**config.mk**
```make
export PLATFORM = sky130hd
export DESIGN_NAME = ctsa_tag_end_flat
export DESIGN_NICKNAME = d
export VERILOG_FILES = /design/src/hw/ctsa_pkg.sv /design/src/hw/ctsa_link_if.sv /design/src/hw/ctsa_tag_end.sv /design/src/flat_wrapper.sv
export SDC_FILE = /design/constraint.sdc
export NUM_CORES = 1
export LEC_CHECK = 0
export ABC_AREA = 0
export BUFFER_PORTS_ARGS = -buffer_cell sky130_fd_sc_hd__buf_2
export CORE_UTILIZATION = 40
export CTS_CLUSTER_SIZE = 16
export DETAILED_ROUTE_END_ITERATION = 7
export PLACE_DENSITY_LB_ADDON = 0.15
export SYNTH_ARGS = -nofsm -noshare
export SYNTH_HDL_FRONTEND = slang
export SYNTH_SLANG_ARGS = --single-unit
```
**constraint.sdc**
```tcl
create_clock -name ref_clk -period 2.85 [get_ports ref_clk]
set_input_delay 0.285 -clock ref_clk [delete_from_list [all_inputs] [get_ports ref_clk]]
set_output_delay 0.285 -clock ref_clk [all_outputs]
set_load 0.01 [all_outputs]
```
**src/hw/ctsa_pkg.sv**
```systemverilog
// Purpose: Shared constants, types and helpers of the tag link.
// Assumes: Characters are start bit 0, eight data bits LSB first, stop bit 1.
// Notes:   Command codes below are local encodings of this design.
package ctsa_pkg;
	localparam int          CHAR_BITS     = 10;
	localparam int          FRAME_MAX     = 8;
	localparam int          LINK_HALF_DEF = 8;
	localparam logic [3:0]  MIN_FRAME     = 4'h3;
	localparam logic [3:0]  CHOOSE_FRAME  = 4'h4;
	localparam logic [7:0]  CMD_BEGIN_INV = 8'h01;
	localparam logic [7:0]  CMD_SLOT_ZERO = 8'h02;
	localparam logic [3:0]  CMD_SLOT_HI   = 4'h1;
	localparam logic [7:0]  CMD_CHOOSE    = 8'h04;
	localparam logic [7:0]  CMD_FINISH    = 8'h05;
	localparam logic [7:0]  CMD_ROUNDUP   = 8'h06;
	localparam logic [7:0]  CMD_FETCH     = 8'h07;
	localparam logic [7:0]  CMD_STORE     = 8'h08;
	localparam logic [7:0]  CMD_UID       = 8'h09;
	localparam logic [15:0] CRC_INIT      = 16'hffff;
	localparam logic [15:0] CRC_POLY      = 16'h8408;
	localparam logic [15:0] LFSR_SEED     = 16'hace1;
	localparam logic [15:0] LFSR_TAPS     = 16'hb400;
	localparam logic [7:0]  ID_RESET      = 8'h00;

	typedef enum logic [2:0] {
		ST_OFF   = 3'b000,
		ST_READY = 3'b001,
		ST_INV   = 3'b010,
		ST_SEL   = 3'b011,
		ST_DESEL = 3'b100,
		ST_DEACT = 3'b101
	} ctsa_state_t;

	typedef enum logic [1:0] {
		PH_DATA = 2'b00,
		PH_CRCL = 2'b01,
		PH_CRCH = 2'b10,
		PH_END  = 2'b11
	} ctsa_phase_t;

	// Reflected CRC without final inversion: a good frame leaves a zero residue.
	function automatic logic [15:0] crc_step(input logic [15:0] c, input logic [7:0] b);
		logic [15:0] r;
		r = c ^ {8'h00, b};
		for (int i = 0; i < 8; i++) begin
			r = r[0] ? ((r >> 1) ^ CRC_POLY) : (r >> 1);
		end
		return r;
	endfunction : crc_step
endpackage : ctsa_pkg

```
**src/hw/ctsa_link_if.sv**
```systemverilog
// Purpose: Serial link between reader end and tag end.
// Assumes: The reader end makes link_clk; both ends sample it with ref_clk.
// Notes:   Frame lines high mark a frame: rising edge opens, falling edge closes.
`timescale 1ns/1ps
interface ctsa_link_if;
	logic link_clk;
	logic rd_frame;
	logic rd_data;
	logic tg_frame;
	logic tg_data;
	modport reader (output link_clk, output rd_frame, output rd_data,
		input tg_frame, input tg_data);
	modport tag (input link_clk, input rd_frame, input rd_data,
		output tg_frame, output tg_data);
endinterface : ctsa_link_if

```
**src/hw/ctsa_tag_end.sv**
```systemverilog
// Purpose: Tag end: frame check, state machine, anticollision and replies.
// Assumes: rst_n low while the field is absent; link pins are asynchronous.
// Notes:   A new request must not arrive while a memory request is forwarded.
`timescale 1ns/1ps
module ctsa_tag_end (
	input  wire logic                 ref_clk,
	input  wire logic                 rst_n,
	ctsa_link_if.tag                  link,
	input  wire logic                 noise,
	output logic                      usr_rx_valid,
	output logic [7:0]                usr_rx_data,
	output logic                      usr_rx_last,
	input  wire logic                 usr_rx_ready,
	input  wire logic                 usr_tx_valid,
	input  wire logic [7:0]           usr_tx_data,
	input  wire logic                 usr_tx_last,
	output logic                      usr_tx_ack,
	output ctsa_pkg::ctsa_state_t     tag_state,
	output logic [7:0]                tag_id
);
	import ctsa_pkg::*;

	logic [3:0]  s1;
	logic [3:0]  s2;
	logic        clk_prev;
	logic        frm_on;
	logic        rise;
	logic        fr_start;
	logic        fr_end;
	logic        fr_good;
	logic [15:0] lfsr;
	logic [7:0]  rx_sh;
	logic [3:0]  rx_cnt;
	logic        rx_busy;
	logic [7:0]  frm [0:FRAME_MAX-1];
	logic [3:0]  frm_len;
	logic        frm_bad;
	logic [15:0] rx_crc;
	logic [7:0]  cmd;
	logic [7:0]  arg;
	logic        answered;
	ctsa_state_t next_state;
	logic [7:0]  next_id;
	logic        rep_req;
	logic        fwd_req;
	logic        clr_ans;
	logic        set_ans;
	logic        rep_pend;
	logic [7:0]  rep_byte;
	logic [3:0]  fwd_left;
	logic [2:0]  fwd_idx;
	logic        push;
	logic [7:0]  sk_data;
	logic        sk_last;
	logic        sk_valid;
	logic        tx_on;
	logic        tx_usr;
	logic        tx_have;
	logic [8:0]  tx_sh;
	logic [3:0]  tx_cnt;
	ctsa_phase_t tx_phase;
	logic [15:0] tx_crc;
	logic        tx_start;
	logic        tx_load;
	logic [7:0]  tx_byte;

	// Link pins, noise included, pass two flip-flops before use.
	always_ff @(posedge ref_clk or negedge rst_n) begin
		if (!rst_n) begin
			s1       <= 4'h0;
			s2       <= 4'h0;
			clk_prev <= 1'b0;
			frm_on   <= 1'b0;
		end else begin
			s1       <= {noise, link.link_clk, link.rd_frame, link.rd_data};
			s2       <= s1;
			clk_prev <= s2[2];
			frm_on   <= s2[1];
		end
	end

	assign rise     = s2[2] & ~clk_prev;
	assign fr_start = s2[1] & ~frm_on;
	assign fr_end   = ~s2[1] & frm_on;

	always_ff @(posedge ref_clk or negedge rst_n) begin
		if (!rst_n) begin
			lfsr <= LFSR_SEED;
		end else begin
			lfsr <= {lfsr[14:0], (^(lfsr & LFSR_TAPS)) ^ s2[3]};
		end
	end

	// Character capture: hunt for a start bit, take eight data bits, check stop.
	always_ff @(posedge ref_clk or negedge rst_n) begin
		if (!rst_n) begin
			rx_sh   <= 8'h00;
			rx_cnt  <= 4'h0;
			rx_busy <= 1'b0;
			frm_len <= 4'h0;
			frm_bad <= 1'b0;
			rx_crc  <= CRC_INIT;
			for (int i = 0; i < FRAME_MAX; i++) begin
				frm[i] <= 8'h00;
			end
		end else if (fr_start) begin
			frm_len <= 4'h0;
			frm_bad <= 1'b0;
			rx_busy <= 1'b0;
			rx_crc  <= CRC_INIT;
		end else if (rise && s2[1]) begin
			if (!rx_busy) begin
				if (!s2[0]) begin
					rx_busy <= 1'b1;
					rx_cnt  <= 4'h1;
				end
			end else if (rx_cnt == 4'(CHAR_BITS - 1)) begin
				rx_busy <= 1'b0;
				if (!s2[0] || frm_len == 4'(FRAME_MAX)) begin
					frm_bad <= 1'b1;
				end else begin
					frm[frm_len[2:0]] <= rx_sh;
					frm_len           <= frm_len + 4'h1;
					rx_crc            <= crc_step(rx_crc, rx_sh);
				end
			end else begin
				rx_sh  <= {s2[0], rx_sh[7:1]};
				rx_cnt <= rx_cnt + 4'h1;
			end
		end
	end

	assign fr_good = fr_end && !frm_bad && !rx_busy && frm_len >= MIN_FRAME
		&& rx_crc == 16'h0000;
	assign cmd = frm[0];
	assign arg = frm[1];

	always_comb begin
		next_state = tag_state;
		next_id    = tag_id;
		rep_req    = 1'b0;
		fwd_req    = 1'b0;
		clr_ans    = 1'b0;
		set_ans    = 1'b0;
		if (tag_state == ST_OFF) begin
			next_state = ST_READY;
			next_id    = lfsr[7:0];
		end else if (fr_good) begin
			case (tag_state)
				ST_READY: begin
					if (cmd == CMD_BEGIN_INV && frm_len == MIN_FRAME) begin
						next_state = ST_INV;
						rep_req    = 1'b1;
					end
				end
				ST_INV: begin
					if (cmd == CMD_BEGIN_INV && frm_len == MIN_FRAME) begin
						next_id = lfsr[7:0];
						rep_req = 1'b1;
						clr_ans = 1'b1;
					end else if (cmd == CMD_SLOT_ZERO && frm_len == MIN_FRAME) begin
						next_id[3:0] = lfsr[3:0];
						clr_ans      = 1'b1;
						if (lfsr[3:0] == 4'h0) begin
							rep_req = 1'b1;
							set_ans = 1'b1;
						end
					end else if (cmd[7:4] == CMD_SLOT_HI && cmd[3:0] != 4'h0
						&& frm_len == MIN_FRAME) begin
						if (tag_id[3:0] == cmd[3:0] && !answered) begin
							rep_req = 1'b1;
							set_ans = 1'b1;
						end
					end else if (cmd == CMD_CHOOSE && frm_len == CHOOSE_FRAME
						&& arg == tag_id) begin
						next_state = ST_SEL;
						rep_req    = 1'b1;
					end
				end
				ST_SEL: begin
					if (cmd == CMD_CHOOSE && frm_len == CHOOSE_FRAME) begin
						if (arg == tag_id) begin
							rep_req = 1'b1;
						end else begin
							next_state = ST_DESEL;
						end
					end else if (cmd == CMD_FINISH) begin
						next_state = ST_DEACT;
					end else if (cmd == CMD_ROUNDUP) begin
						next_state = ST_INV;
					end else if (cmd == CMD_FETCH || cmd == CMD_STORE || cmd == CMD_UID) begin
						fwd_req = 1'b1;
					end
				end
				ST_DESEL: begin
					if (cmd == CMD_CHOOSE && frm_len == CHOOSE_FRAME && arg == tag_id) begin
						next_state = ST_SEL;
						rep_req    = 1'b1;
					end
				end
				default: begin
				end
			endcase
		end
	end

	// Reset is the loss of field: every state falls back to power-off.
	always_ff @(posedge ref_clk or negedge rst_n) begin
		if (!rst_n) begin
			tag_state <= ST_OFF;
			tag_id    <= ID_RESET;
			answered  <= 1'b0;
			rep_byte  <= 8'h00;
		end else begin
			tag_state <= next_state;
			tag_id    <= next_id;
			if (set_ans) begin
				answered <= 1'b1;
			end else if (clr_ans) begin
				answered <= 1'b0;
			end
			if (rep_req) begin
				rep_byte <= next_id;
			end
		end
	end

	// Memory requests go to the user through a two-entry skid buffer.
	assign push = fwd_left != 4'h0 && !sk_valid;

	always_ff @(posedge ref_clk or negedge rst_n) begin
		if (!rst_n) begin
			fwd_left     <= 4'h0;
			fwd_idx      <= 3'h0;
			usr_rx_valid <= 1'b0;
			usr_rx_data  <= 8'h00;
			usr_rx_last  <= 1'b0;
			sk_valid     <= 1'b0;
			sk_data      <= 8'h00;
			sk_last      <= 1'b0;
		end else begin
			if (fwd_req) begin
				fwd_left <= frm_len - 4'h2;
				fwd_idx  <= 3'h0;
			end else if (push) begin
				fwd_left <= fwd_left - 4'h1;
				fwd_idx  <= fwd_idx + 3'h1;
			end
			if (usr_rx_ready || !usr_rx_valid) begin
				if (sk_valid) begin
					usr_rx_data <= sk_data;
					usr_rx_last <= sk_last;
					sk_valid    <= 1'b0;
				end else begin
					usr_rx_valid <= push;
					usr_rx_data  <= frm[fwd_idx];
					usr_rx_last  <= fwd_left == 4'h1;
				end
			end else if (push) begin
				sk_valid <= 1'b1;
				sk_data  <= frm[fwd_idx];
				sk_last  <= fwd_left == 4'h1;
			end
		end
	end

	assign tx_start = rise && !tx_have && !tx_on
		&& (rep_pend || (tag_state == ST_SEL && usr_tx_valid));

	always_ff @(posedge ref_clk or negedge rst_n) begin
		if (!rst_n) begin
			rep_pend <= 1'b0;
		end else if (rep_req) begin
			rep_pend <= 1'b1;
		end else if (tx_start) begin
			rep_pend <= 1'b0;
		end
	end

	always_comb begin
		tx_load = 1'b0;
		tx_byte = rep_byte;
		if (rise && tx_on && !tx_have) begin
			case (tx_phase)
				PH_DATA: begin
					tx_load = !tx_usr || usr_tx_valid;
					tx_byte = tx_usr ? usr_tx_data : rep_byte;
				end
				PH_CRCL: begin
					tx_load = 1'b1;
					tx_byte = tx_crc[7:0];
				end
				PH_CRCH: begin
					tx_load = 1'b1;
					tx_byte = tx_crc[15:8];
				end
				default: begin
				end
			endcase
		end
	end

	// Reply framing: open, data characters, CRC low, CRC high, close.
	always_ff @(posedge ref_clk or negedge rst_n) begin
		if (!rst_n) begin
			tx_on         <= 1'b0;
			tx_usr        <= 1'b0;
			tx_have       <= 1'b0;
			tx_sh         <= 9'h1ff;
			tx_cnt        <= 4'h0;
			tx_phase      <= PH_DATA;
			tx_crc        <= CRC_INIT;
			usr_tx_ack    <= 1'b0;
			link.tg_frame <= 1'b0;
			link.tg_data  <= 1'b1;
		end else begin
			usr_tx_ack <= tx_load && tx_phase == PH_DATA && tx_usr;
			if (tx_start) begin
				tx_on         <= 1'b1;
				link.tg_frame <= 1'b1;
				tx_usr        <= !rep_pend;
				tx_phase      <= PH_DATA;
				tx_crc        <= CRC_INIT;
			end else if (tx_load) begin
				link.tg_data <= 1'b0;
				tx_sh        <= {1'b1, tx_byte};
				tx_cnt       <= 4'h1;
				tx_have      <= 1'b1;
				if (tx_phase == PH_DATA) begin
					tx_crc <= crc_step(tx_crc, tx_byte);
					if (!tx_usr || usr_tx_last) begin
						tx_phase <= PH_CRCL;
					end
				end else begin
					tx_phase <= tx_phase == PH_CRCL ? PH_CRCH : PH_END;
				end
			end else if (rise && tx_have) begin
				link.tg_data <= tx_sh[0];
				tx_sh        <= {1'b1, tx_sh[8:1]};
				tx_cnt       <= tx_cnt + 4'h1;
				tx_have      <= tx_cnt != 4'(CHAR_BITS - 1);
			end else if (rise && tx_on && tx_phase == PH_END) begin
				tx_on         <= 1'b0;
				link.tg_frame <= 1'b0;
			end
		end
	end
endmodule : ctsa_tag_end

```
**src/flat_wrapper.sv**
```systemverilog
// flat-port wrapper written by rule: the top's interface ports become plain ports
module ctsa_tag_end_flat import ctsa_pkg::*;
  (ref_clk, rst_n, noise, usr_rx_valid, usr_rx_data, usr_rx_last, usr_rx_ready, usr_tx_valid, usr_tx_data, usr_tx_last, usr_tx_ack, tag_state, tag_id, link_link_clk, link_rd_frame, link_rd_data, link_tg_frame, link_tg_data);
  ctsa_link_if link_i ();
  input  wire logic ref_clk;
  input  wire logic rst_n;
  input  wire logic noise;
  output logic usr_rx_valid;
  output logic [7:0] usr_rx_data;
  output logic usr_rx_last;
  input  wire logic usr_rx_ready;
  input  wire logic usr_tx_valid;
  input  wire logic [7:0] usr_tx_data;
  input  wire logic usr_tx_last;
  output logic usr_tx_ack;
  output ctsa_pkg::ctsa_state_t tag_state;
  output logic [7:0] tag_id;
  input wire logic [$bits(link_i.link_clk)-1:0] link_link_clk;
  input wire logic [$bits(link_i.rd_frame)-1:0] link_rd_frame;
  input wire logic [$bits(link_i.rd_data)-1:0] link_rd_data;
  output wire logic [$bits(link_i.tg_frame)-1:0] link_tg_frame;
  output wire logic [$bits(link_i.tg_data)-1:0] link_tg_data;
  assign link_i.link_clk = link_link_clk;
  assign link_i.rd_frame = link_rd_frame;
  assign link_i.rd_data = link_rd_data;
  assign link_tg_frame = link_i.tg_frame;
  assign link_tg_data = link_i.tg_data;
  ctsa_tag_end u_core (.ref_clk(ref_clk), .rst_n(rst_n), .link(link_i), .noise(noise), .usr_rx_valid(usr_rx_valid), .usr_rx_data(usr_rx_data), .usr_rx_last(usr_rx_last), .usr_rx_ready(usr_rx_ready), .usr_tx_valid(usr_tx_valid), .usr_tx_data(usr_tx_data), .usr_tx_last(usr_tx_last), .usr_tx_ack(usr_tx_ack), .tag_state(tag_state), .tag_id(tag_id));
endmodule
```
; ---- Yosys cells after proc, flatten, opt, wreduce, memory -nomap -nowiden
; Cells that the tools add are included.
[word_totals]
n_memories = 0
latchBits = 0
regBits = 208
rom_bits = 0
ram_bits = 0
[classes]
div_mod_pow = 0
reduce_logical = 75
bitwise = 33
n_mux = 130
order_cmp = 4
n_eq_ne = 36
multipliers = 0
n_shift = 0
n_addsub = 6
[op_table]
columns = op, count
row1 = $mux W16, 24
row2 = $mux W8, 9
row3 = $bwmux W64, 1
row4 = $mux W4, 15
row5 = $mux W1, 56
row6 = $not A2 Y3, 16
row7 = $mux W3, 13
row8 = $eq A8 B3 Y1 const B, 4
row9 = $xor A16 B8 Y16, 2
row10 = $reduce_bool A2 Y1, 13
row11 = $bmux W8 S3, 1
row12 = $demux W8 S3, 1
row13 = $logic_and A1 B1 Y1, 24
row14 = $pmux W8 S3, 1
row15 = $mux W9, 2
row16 = $eq A8 B4 Y1 const B, 2
row17 = $logic_not A16 Y1, 1
row18 = $reduce_and A4 Y1, 4
row19 = $reduce_xor A16 Y1, 1
row20 = $add A4 B1 Y4 const B, 3
row21 = $ne A3 B2 Y1 const B, 4
row22 = $pmux W3 S4, 1
row23 = $logic_not A1 Y1, 10
row24 = $reduce_and A2 Y1, 5
row25 = other kinds (42), 71

; ---- Depth between registers and ports, before layout
; Gate-level depths: netlist of run 1.
[depth]
word_depth = 25
depth_mapped = 10
depth_no_buf = 9

; ---- Worst setup path before layout of run 1
; OpenSTA, ideal clock, no wires.
[synth_timing]
path_kind = register to register
startpoint = register u_core.frm_len[1]
endpoint = register u_core.rep_byte[0]
path_stages_with_launch = 10
period_less_slack_ns = 2.388
setup_ns = 0.125
required_time_ns = 2.725
slack_ns = 0.462
arrival_time_ns = 2.263
path_cell_list = dfrtp_1 inv_1 ha_1 nor4b_2 nand4_1 nor4_2 nand2_1 o21ai_1 o211ai_2 mux2_2
[synth_between]
elab_chain_cells = 10
[synth_lines]
columns = item, line
row1 = from (decl), ctsa_tag_end.sv:36  ; logic [3:0] frm_len;
row2 = from (signal assigned), ctsa_tag_end.sv:123  ; frm_len <= frm_len + 4'h1;
row3 = $eq A4 B3 Y1, "ctsa_tag_end.sv:174, ctsa_tag_end.sv:181, ctsa_tag_end.sv:196"
row4 = $logic_and A1 B1 Y1, "ctsa_tag_end.sv:174, ctsa_tag_end.sv:181, ctsa_tag_end.sv:196"
row5 = $logic_and A1 B1 Y1, "ctsa_tag_end.sv:175, ctsa_tag_end.sv:196"
row6 = $mux W1, "ctsa_tag_end.sv:174, ctsa_tag_end.sv:196"
row7 = $mux W1, ctsa_tag_end.sv:168  ; end else if (cmd[7:4] == CMD_SLOT_HI && cmd[3:0] != 4'h0
row8 = $mux W1, ctsa_tag_end.sv:161  ; end else if (cmd == CMD_SLOT_ZERO && frm_len == MIN_FRAME) begin
row9 = $mux W1, ctsa_tag_end.sv:157  ; if (cmd == CMD_BEGIN_INV && frm_len == MIN_FRAME) begin
row10 = $pmux W1 S4, ctsa_tag_end.sv:149  ; case (tag_state)
row11 = $mux W1, ctsa_tag_end.sv:148  ; end else if (fr_good) begin
row12 = $mux W1, ctsa_tag_end.sv:145  ; if (tag_state == ST_OFF) begin
row13 = to (signal assigned), ctsa_tag_end.sv:223  ; rep_byte <= next_id;
row14 = to (decl), ctsa_tag_end.sv:49  ; logic [7:0] rep_byte;
; Several ways; a longest one is shown, not always the timed one.
; A chain may end at the register's enable or synchronous reset.

; ---- Worst setup path in the final report of run 1
[layout_timing]
startpoint = register u_core.frm_len[1]
endpoint = register u_core.rep_byte[6]
; Same word-level chain as after synthesis.

==> results of run 1 <==
power breakdown:
part	internal (mW)	total (mW)	switching, mW
registers	3.25	3.41	0.164
logic	0.176	0.392	0.216
clock network	1.74	2.90	1.16
total	5.16	6.71	1.54
metrics by stage:
step | utilization [%] | total power [mW] | hold WS, ns
2_1_floorplan | - | 3.66 | -0.0106
4_1_cts | 47.1 | 6.82 | 0.0626
3_3_place_gp | 44.0 | 3.84 | 0.317
5_1_grt | 47.2 | 7.00 | 0.0962
3_5_place_dp | 44.0 | 3.85 | 0.316
6_report | 47.2 | 6.71 | 0.0836
cells by family (layout without fill, tap and decap cells):
kind of cell    after synthesis  count (layout)  share of synthesized area (%)
mux                         139             139                           17.2
flops                       207             207                           52.1
fa+ha+maj                    20              20                           2.49
simple gates                220             220                           10.5
buf+inv                      61             135                           2.36
compound gates              143             143                           9.01
xor+xnor                     70              70                           6.43
timing repair:
action	in CTS	in global routing
hold endpoints to repair	44	0
hold buffers	5	0
endpoints found under the setup margin	0	8
resized for setup	0	2
critical path: stages (launching register included):
cell	delay (ns)
sky130_fd_sc_hd__dfrtp_1	0.43
sky130_fd_sc_hd__inv_1	0.19
sky130_fd_sc_hd__ha_1	0.20
sky130_fd_sc_hd__nor4b_2	0.31
sky130_fd_sc_hd__nand4_1	0.22
sky130_fd_sc_hd__nor4_4	0.32
sky130_fd_sc_hd__nand2_1	0.13
sky130_fd_sc_hd__o21ai_1	0.26
sky130_fd_sc_hd__o211ai_4	0.18
sky130_fd_sc_hd__mux2_2	0.32
layout make-up:
| type | count | area [um^2] |
|---|---|---|
| multi-input combinational | 592 | 4600 |
| inverter | 17 | 63.8 |
| tap | 324 | 405 |
| sequential | 207 | 5240 |
| clock buffer | 34 | 647 |
| timing repair buffer | 80 | 547 |
| clock inverter | 4 | 73.8 |
| fill | 2241 | 13000 |
cell usage in the layout (no fill, tap or decap), drive strengths merged, types with 7 or more instances in the layout:
cell / n
ha: 20
and2: 8
dfrtp: 158
nand2: 82
inv: 18
a22oi: 7
a31oi: 7
mux2i: 14
nor2b: 7
nand3: 13
xor2: 20
mux4: 16
dfstp: 49
o211ai: 16
a21oi: 49
nand2b: 8
clkbuf: 35
nor3: 17
buf: 74
nor4: 8
xnor2: 50
and3: 7
o21ai: 31
nor2: 50
mux2: 109
worst paths after layout:
kind                                         from             endpoint  slack [ns]
worst max register to register  u_core.frm_len[1]   u_core.rep_byte[6]        0.19
worst min register to register       u_core.s1[1]         u_core.s2[1]        0.35
worst max-delay path            u_core.frm_len[1]   u_core.rep_byte[6]        0.19
worst min-delay path                 usr_rx_ready  u_core.usr_rx_valid        0.08
max in group asynchronous                   rst_n    u_core.tx_crc[11]        1.70
min in group asynchronous                   rst_n       u_core.frm[22]        0.33
registers in the layout (all words and copies together), names as in the netlist, 4 cells and up:
signal              count
u_core.frm_len          4
u_core.usr_rx_data      8
u_core.rx_sh            8
u_core.arg              8
u_core.s1               4
u_core.cmd              8
u_core.lfsr            16
u_core.sk_data          8
u_core.fwd_left         4
u_core.rep_byte         8
u_core.frm             48
u_core.tag_id           8
u_core.tx_crc          16
u_core.rx_cnt           4
u_core.s2               4
u_core.tx_sh            8
u_core.rx_crc          16
u_core.tx_cnt           4
metal layers:
metal,vias to the layer above,share of wire [%],track usage (%)
met5,-,0,0
met4,0,2.9,5.37
met3,40,3.4,2.69
met2,117,45,27.9
met1,3270,49,26.5
li1,3174,-,-
==> flow_summary.json, run 1 <==
{
  "run_status": "finished, final reports clean",
  "stdcell_area_um2": 11600,
  "worst_setup_path_end_kind": "flop",
  "num_io_pins": 41,
  "synth.cells.most_frequent": "158 x sky130_fd_sc_hd__dfrtp_1, 109 x sky130_fd_sc_hd__mux2_2, 82 x sky130_fd_sc_hd__nand2_1",
  "timing.final.setup_violations": 0,
  "die_height_um": 161,
  "grt_antenna_before_repair": 0,
  "min_period_over_period_pct": 93.3,
  "max-cap-violations": 0,
  "grt_setup_unrepaired": "false",
  "ir_worst_vdd_uv": 486,
  "vias_in_the_first_global_route": 6540,
  "setup.worst_path.class": "reg2reg",
  "synth.cell_area_um2": 10100,
  "floorplan.die.width_um": 161,
  "clock_sink_count": 207,
  "hp-class": "in2reg",
  "remaining_drc_errors": 0,
  "coreArea_um2": 24500,
  "routed_wire_length_per_instance_um": 18.0,
  "wl_mm": 22.7,
  "layoutNonFillerInstCount": 1258,
  "via_per_inst": 5.25,
  "final_hold_viol_count": 0,
  "worst_setup_path_start_kind": "flop",
  "dpl_cell_area_um2": 10800,
  "cts_tree": "done",
  "area.growth.synth_to_final_pct": 15.1,
  "clk_pin_slew_worst_setup_hold_paths_ns": 0.06,
  "synthesis.area_per_instance_um2": 11.7,
  "fin_tns_setup_ns": 0,
  "post-route-worst-setup-slack_ns": 0.191,
  "report.final.slew_viol_count": 0,
  "grt_overflow_total": 0,
  "htreeDepth": 1,
  "die-area_um2": 25800,
  "placement.setup.worst_slack_ns": 0.142,
  "dpl.hpwl_mm": 15.6,
  "final_layout_size_suffix_gt1_share_pct": 31.2,
  "synthCells": 860,
  "gpl.final_weighted_congestion": 0.809,
  "most_common_cell_in_the_synthesized_netlist": "sky130_fd_sc_hd__dfrtp_1",
  "rows": 57,
  "cts_inserted_buffers": 23,
  "num-nets-final": 958,
  "period_needed_ns": 2.66,
  "maxClockFrequency_ghz": 0.376,
  "post-synth-top-area-fraction_pct": 39.3,
  "worst_slew_pin_slew_ns": 0.620,
  "required_ns": 3.25,
  "synth.largest_area_cell": "sky130_fd_sc_hd__dfrtp_1",
  "synth_edf_count": 0,
  "yosysUniqueCellTypes": 63,
  "drt.antenna.violating_nets": 0,
  "p_leak_nw": 5.34,
  "clk_root_buffer_cell": "sky130_fd_sc_hd__clkbuf_16",
  "initialDrtViolationCount": 457,
  "grt_start_max_net_pins": 70,
  "synthTopCellsByArea": "sky130_fd_sc_hd__dfrtp_1 39%, sky130_fd_sc_hd__dfstp_2 13%, sky130_fd_sc_hd__mux2_2 12%",
  "clock_latency_ns": 0.52,
  "register_to_register_path_depth": 9,
  "cp_data_arrival_time_ns": 3.06,
  "synth-warning-count": 0,
  "insertedDiodeCount": 0,
  "io_buffer_count": 40,
  "seq_area_frac_synth_pct": 52.1,
  "first_pass_grt_wire_length_mm": 37.1,
  "final.setup_skew_ns": 0.0164,
  "post-place-cells": 1215,
  "detail_route.first_pass.iterations": 5,
  "track_usage_pct": 18.1,
  "min_path_cells": 4,
  "clk_path_buf_depth": 3,
  "synthFlopType": "sky130_fd_sc_hd__dfrtp_1",
  "share_of_flip_flops_with_an_asynchronous_set_or_reset_pct": 100,
  "detailroute.via_count": 6601,
  "start_util_pct": 41.0,
  "worst-path-max-fanout": 9,
  "power_density_nw_per_um2": 579,
  "synth.ff_latch_count": 207,
  "cts_setup_buffers": 0,
  "synth.net_count": 897,
  "slew_headroom_pct": 58.5
}
Note: power is estimated with default switching activity, not from simulation.
==> inputs of run 2 (changes only) <==
--- a/config.mk
+++ b/config.mk
@@ -8,8 +8,9 @@
 export ABC_AREA = 0
 export BUFFER_PORTS_ARGS = -buffer_cell sky130_fd_sc_hd__buf_2
 export CORE_UTILIZATION = 40
-export CTS_CLUSTER_SIZE = 16
+export CTS_CLUSTER_SIZE = 24
 export DETAILED_ROUTE_END_ITERATION = 7
+export GPL_TIMING_DRIVEN = 0
 export PLACE_DENSITY_LB_ADDON = 0.15
 export SYNTH_ARGS = -nofsm -noshare
 export SYNTH_HDL_FRONTEND = slang
==> flow_summary.json, run 2 (synthesis gave the netlist of run 1 again) <==
{
  "run_status": "finished, final reports clean",
  "via_per_inst": 5.25,
  "required_ns": 3.24,
  "routed_wire_length_per_instance_um": 18.0,
  "worst_path_dominant_cell_family": "simple AND/OR/NAND/NOR gates",
  "fin_tns_setup_ns": 0,
  "largest_register_ff_count": 48,
  "worst_r2r_startpoint": "u_core.frm_len[0]",
  "grt_start_max_net_pins": 109,
  "register_to_register_path_depth": 9,
  "initialDrtViolationCount": 426,
  "clock_latency_ns": 0.51,
  "worst_slew_pin_slew_ns": 0.761,
  "final.setup_skew_ns": 0.0118,
  "slew_headroom_pct": 49.3,
  "coreArea_um2": 24500,
  "setup.worst_path.class": "reg2reg",
  "clk_root_buffer_cell": "sky130_fd_sc_hd__clkbuf_16",
  "commonest_non_fill_non_tap_cells_in_the_layout": "158 x sky130_fd_sc_hd__dfrtp_1, 109 x sky130_fd_sc_hd__mux2_2, 82 x sky130_fd_sc_hd__nand2_1",
  "p_sw_share_pct": 23.2,
  "area.growth.synth_to_final_pct": 15.6,
  "io_buffer_count": 40,
  "grt_setup_unrepaired": "false",
  "seqPwrFrac_pct": 50.6,
  "layout_commonest_cell": "sky130_fd_sc_hd__dfrtp_1",
  "cts_tree": "done",
  "totalPowerFinal_mw": 6.73,
  "power_report.internal_total_mw": 5.16,
  "power_density_nw_per_um2": 578,
  "timing.critical_path.slowest_stage_cell": "sky130_fd_sc_hd__nor4_4",
  "final_hold_viol_count": 0,
  "htreeDepth": 1,
  "crit_buf_inv": 1,
  "gate_power_share_pct": 5.8,
  "cts_inserted_buffers": 24,
  "detailroute.via_count": 6683,
  "num-nets-final": 969,
  "r2r_setup_slack_ns": 0.17,
  "detail_route.first_pass.iterations": 6,
  "num_io_pins": 41,
  "min_period_over_period_pct": 94.0,
  "crit_path_largest_cell_delay_ns": 0.44,
  "clk_path_buf_depth": 3,
  "worst-path-max-fanout": 9,
  "largest-register": "u_core.frm",
  "floorplan.die.width_um": 161,
  "clk_pin_slew_worst_setup_hold_paths_ns": 0.06,
  "rr_endpoint": "u_core.rep_byte[6]",
  "gpl.final_weighted_congestion": 0.820,
  "grt_overflow_total": 0,
  "max-cap-violations": 0,
  "hp-class": "in2reg",
  "whs_endpoint": "u_core.usr_rx_valid",
  "cp_data_arrival_time_ns": 3.07,
  "dpl.hpwl_mm": 15.8,
  "worstHoldStart": "usr_rx_ready",
  "report.final.slew_viol_count": 0,
  "timing.critical_path.cells": "inv_2 > ha_2 > nor4b_4 > nand4_1 > nor4_4 > nand2_1 > o21ai_2 > o211ai_4 > mux2_2",
  "share_clk_of_total_power_pct": 43.5,
  "first_pass_grt_wire_length_mm": 38.4,
  "grt_antenna_before_repair": 0,
  "die-area_um2": 25800,
  "maxClockFrequency_ghz": 0.373,
  "rows": 57,
  "wl_mm": 22.9,
  "start_util_pct": 41.0,
  "p_leak_nw": 5.33,
  "switchingPower_mw": 1.56,
  "ir_worst_vdd_uv": 482,
  "vias_in_the_first_global_route": 6866,
  "post-route-worst-setup-slack_ns": 0.172,
  "min_path_cells": 4,
  "timing.final.setup_violations": 0,
  "clock_sink_count": 207,
  "worst_setup_path_end_kind": "flop",
  "period_needed_ns": 2.68,
  "track_usage_pct": 18.7,
  "final_layout_size_suffix_gt1_share_pct": 30.7,
  "worst_setup_path_start_kind": "flop",
  "drt.antenna.violating_nets": 0,
  "remaining_drc_errors": 0,
  "placement.setup.worst_slack_ns": -0.337,
  "die_height_um": 161,
  "insertedDiodeCount": 0
}
run 2: metrics by stage:
| step | cells | cell area (um^2) | hold slack, ns | utilization (%) |
|---|---|---|---|---|
| after floorplan | 860 | 10100 | -0.0106 | - |
| after global placement | 1224 | 10700 | 0.333 | 43.5 |
| after detailed placement | 1225 | 10700 | 0.335 | 43.7 |
| after CTS | 1274 | 11600 | 0.0747 | 47.2 |
| after global routing | 1274 | 11600 | 0.112 | 47.4 |
| final | 1274 | 11600 | 0.0906 | 47.4 |
run 2: power by group through the flow:
stage	Clock [mW]	Sequential, mW	Combinational (mW)
floorplan	0	3.41	0.254
global placement	0	3.45	0.384
detailed placement	0	3.45	0.395
CTS	3.02	3.41	0.402
global route	3.14	3.44	0.465
finish	2.93	3.41	0.393
run 2: area by class of cell:
cell class,count,area [um^2]
timing repair buffer,49,310
buffer,41,168
inverter,17,63.8
tap,324,405
clock buffer,39,728
clock inverter,5,28.8
fill,2283,12900
multi-input combinational,592,4690
sequential,207,5240
run 2: how the worst max path moves through the flow:
stage,from,endpoint,slack (ns),cells after the start
floorplan,u_core.frm_len[1],u_core.rep_byte[0],0.46,9
global placement,rst_n,u_core.usr_tx_ack,-2.17,1
detailed placement,u_core.rx_crc[13],u_core.rep_byte[2],-0.34,6
CTS,u_core.rx_crc[13],u_core.fwd_left[3],0.02,8
global route,u_core.frm_len[0],u_core.rep_byte[4],0.007,9
finish,u_core.frm_len[0],u_core.rep_byte[6],0.17,9
run 2: per-layer routing:
layer,wire length (um),vias up,track usage (%)
met4,408,0,3.81
li1,-,3205,-
met3,641,35,2.71
met1,11400,3345,27.4
met2,10500,98,29.3
met5,0,-,0
run 2: timing repair:
item	CTS	global route
endpoints found under the setup margin	97	98
endpoints found under the hold margin	80	0
buffers inserted	0	3
pin swaps	0	4
resized for setup	10	20
hold buffers	5	0
run 2: worst min-delay path, cell delays in order:
cell and delay, ns:
sky130_fd_sc_hd__buf_2 0.09, sky130_fd_sc_hd__inv_1 0.05, sky130_fd_sc_hd__o21ai_0 0.07, sky130_fd_sc_hd__nand2_1 0.06
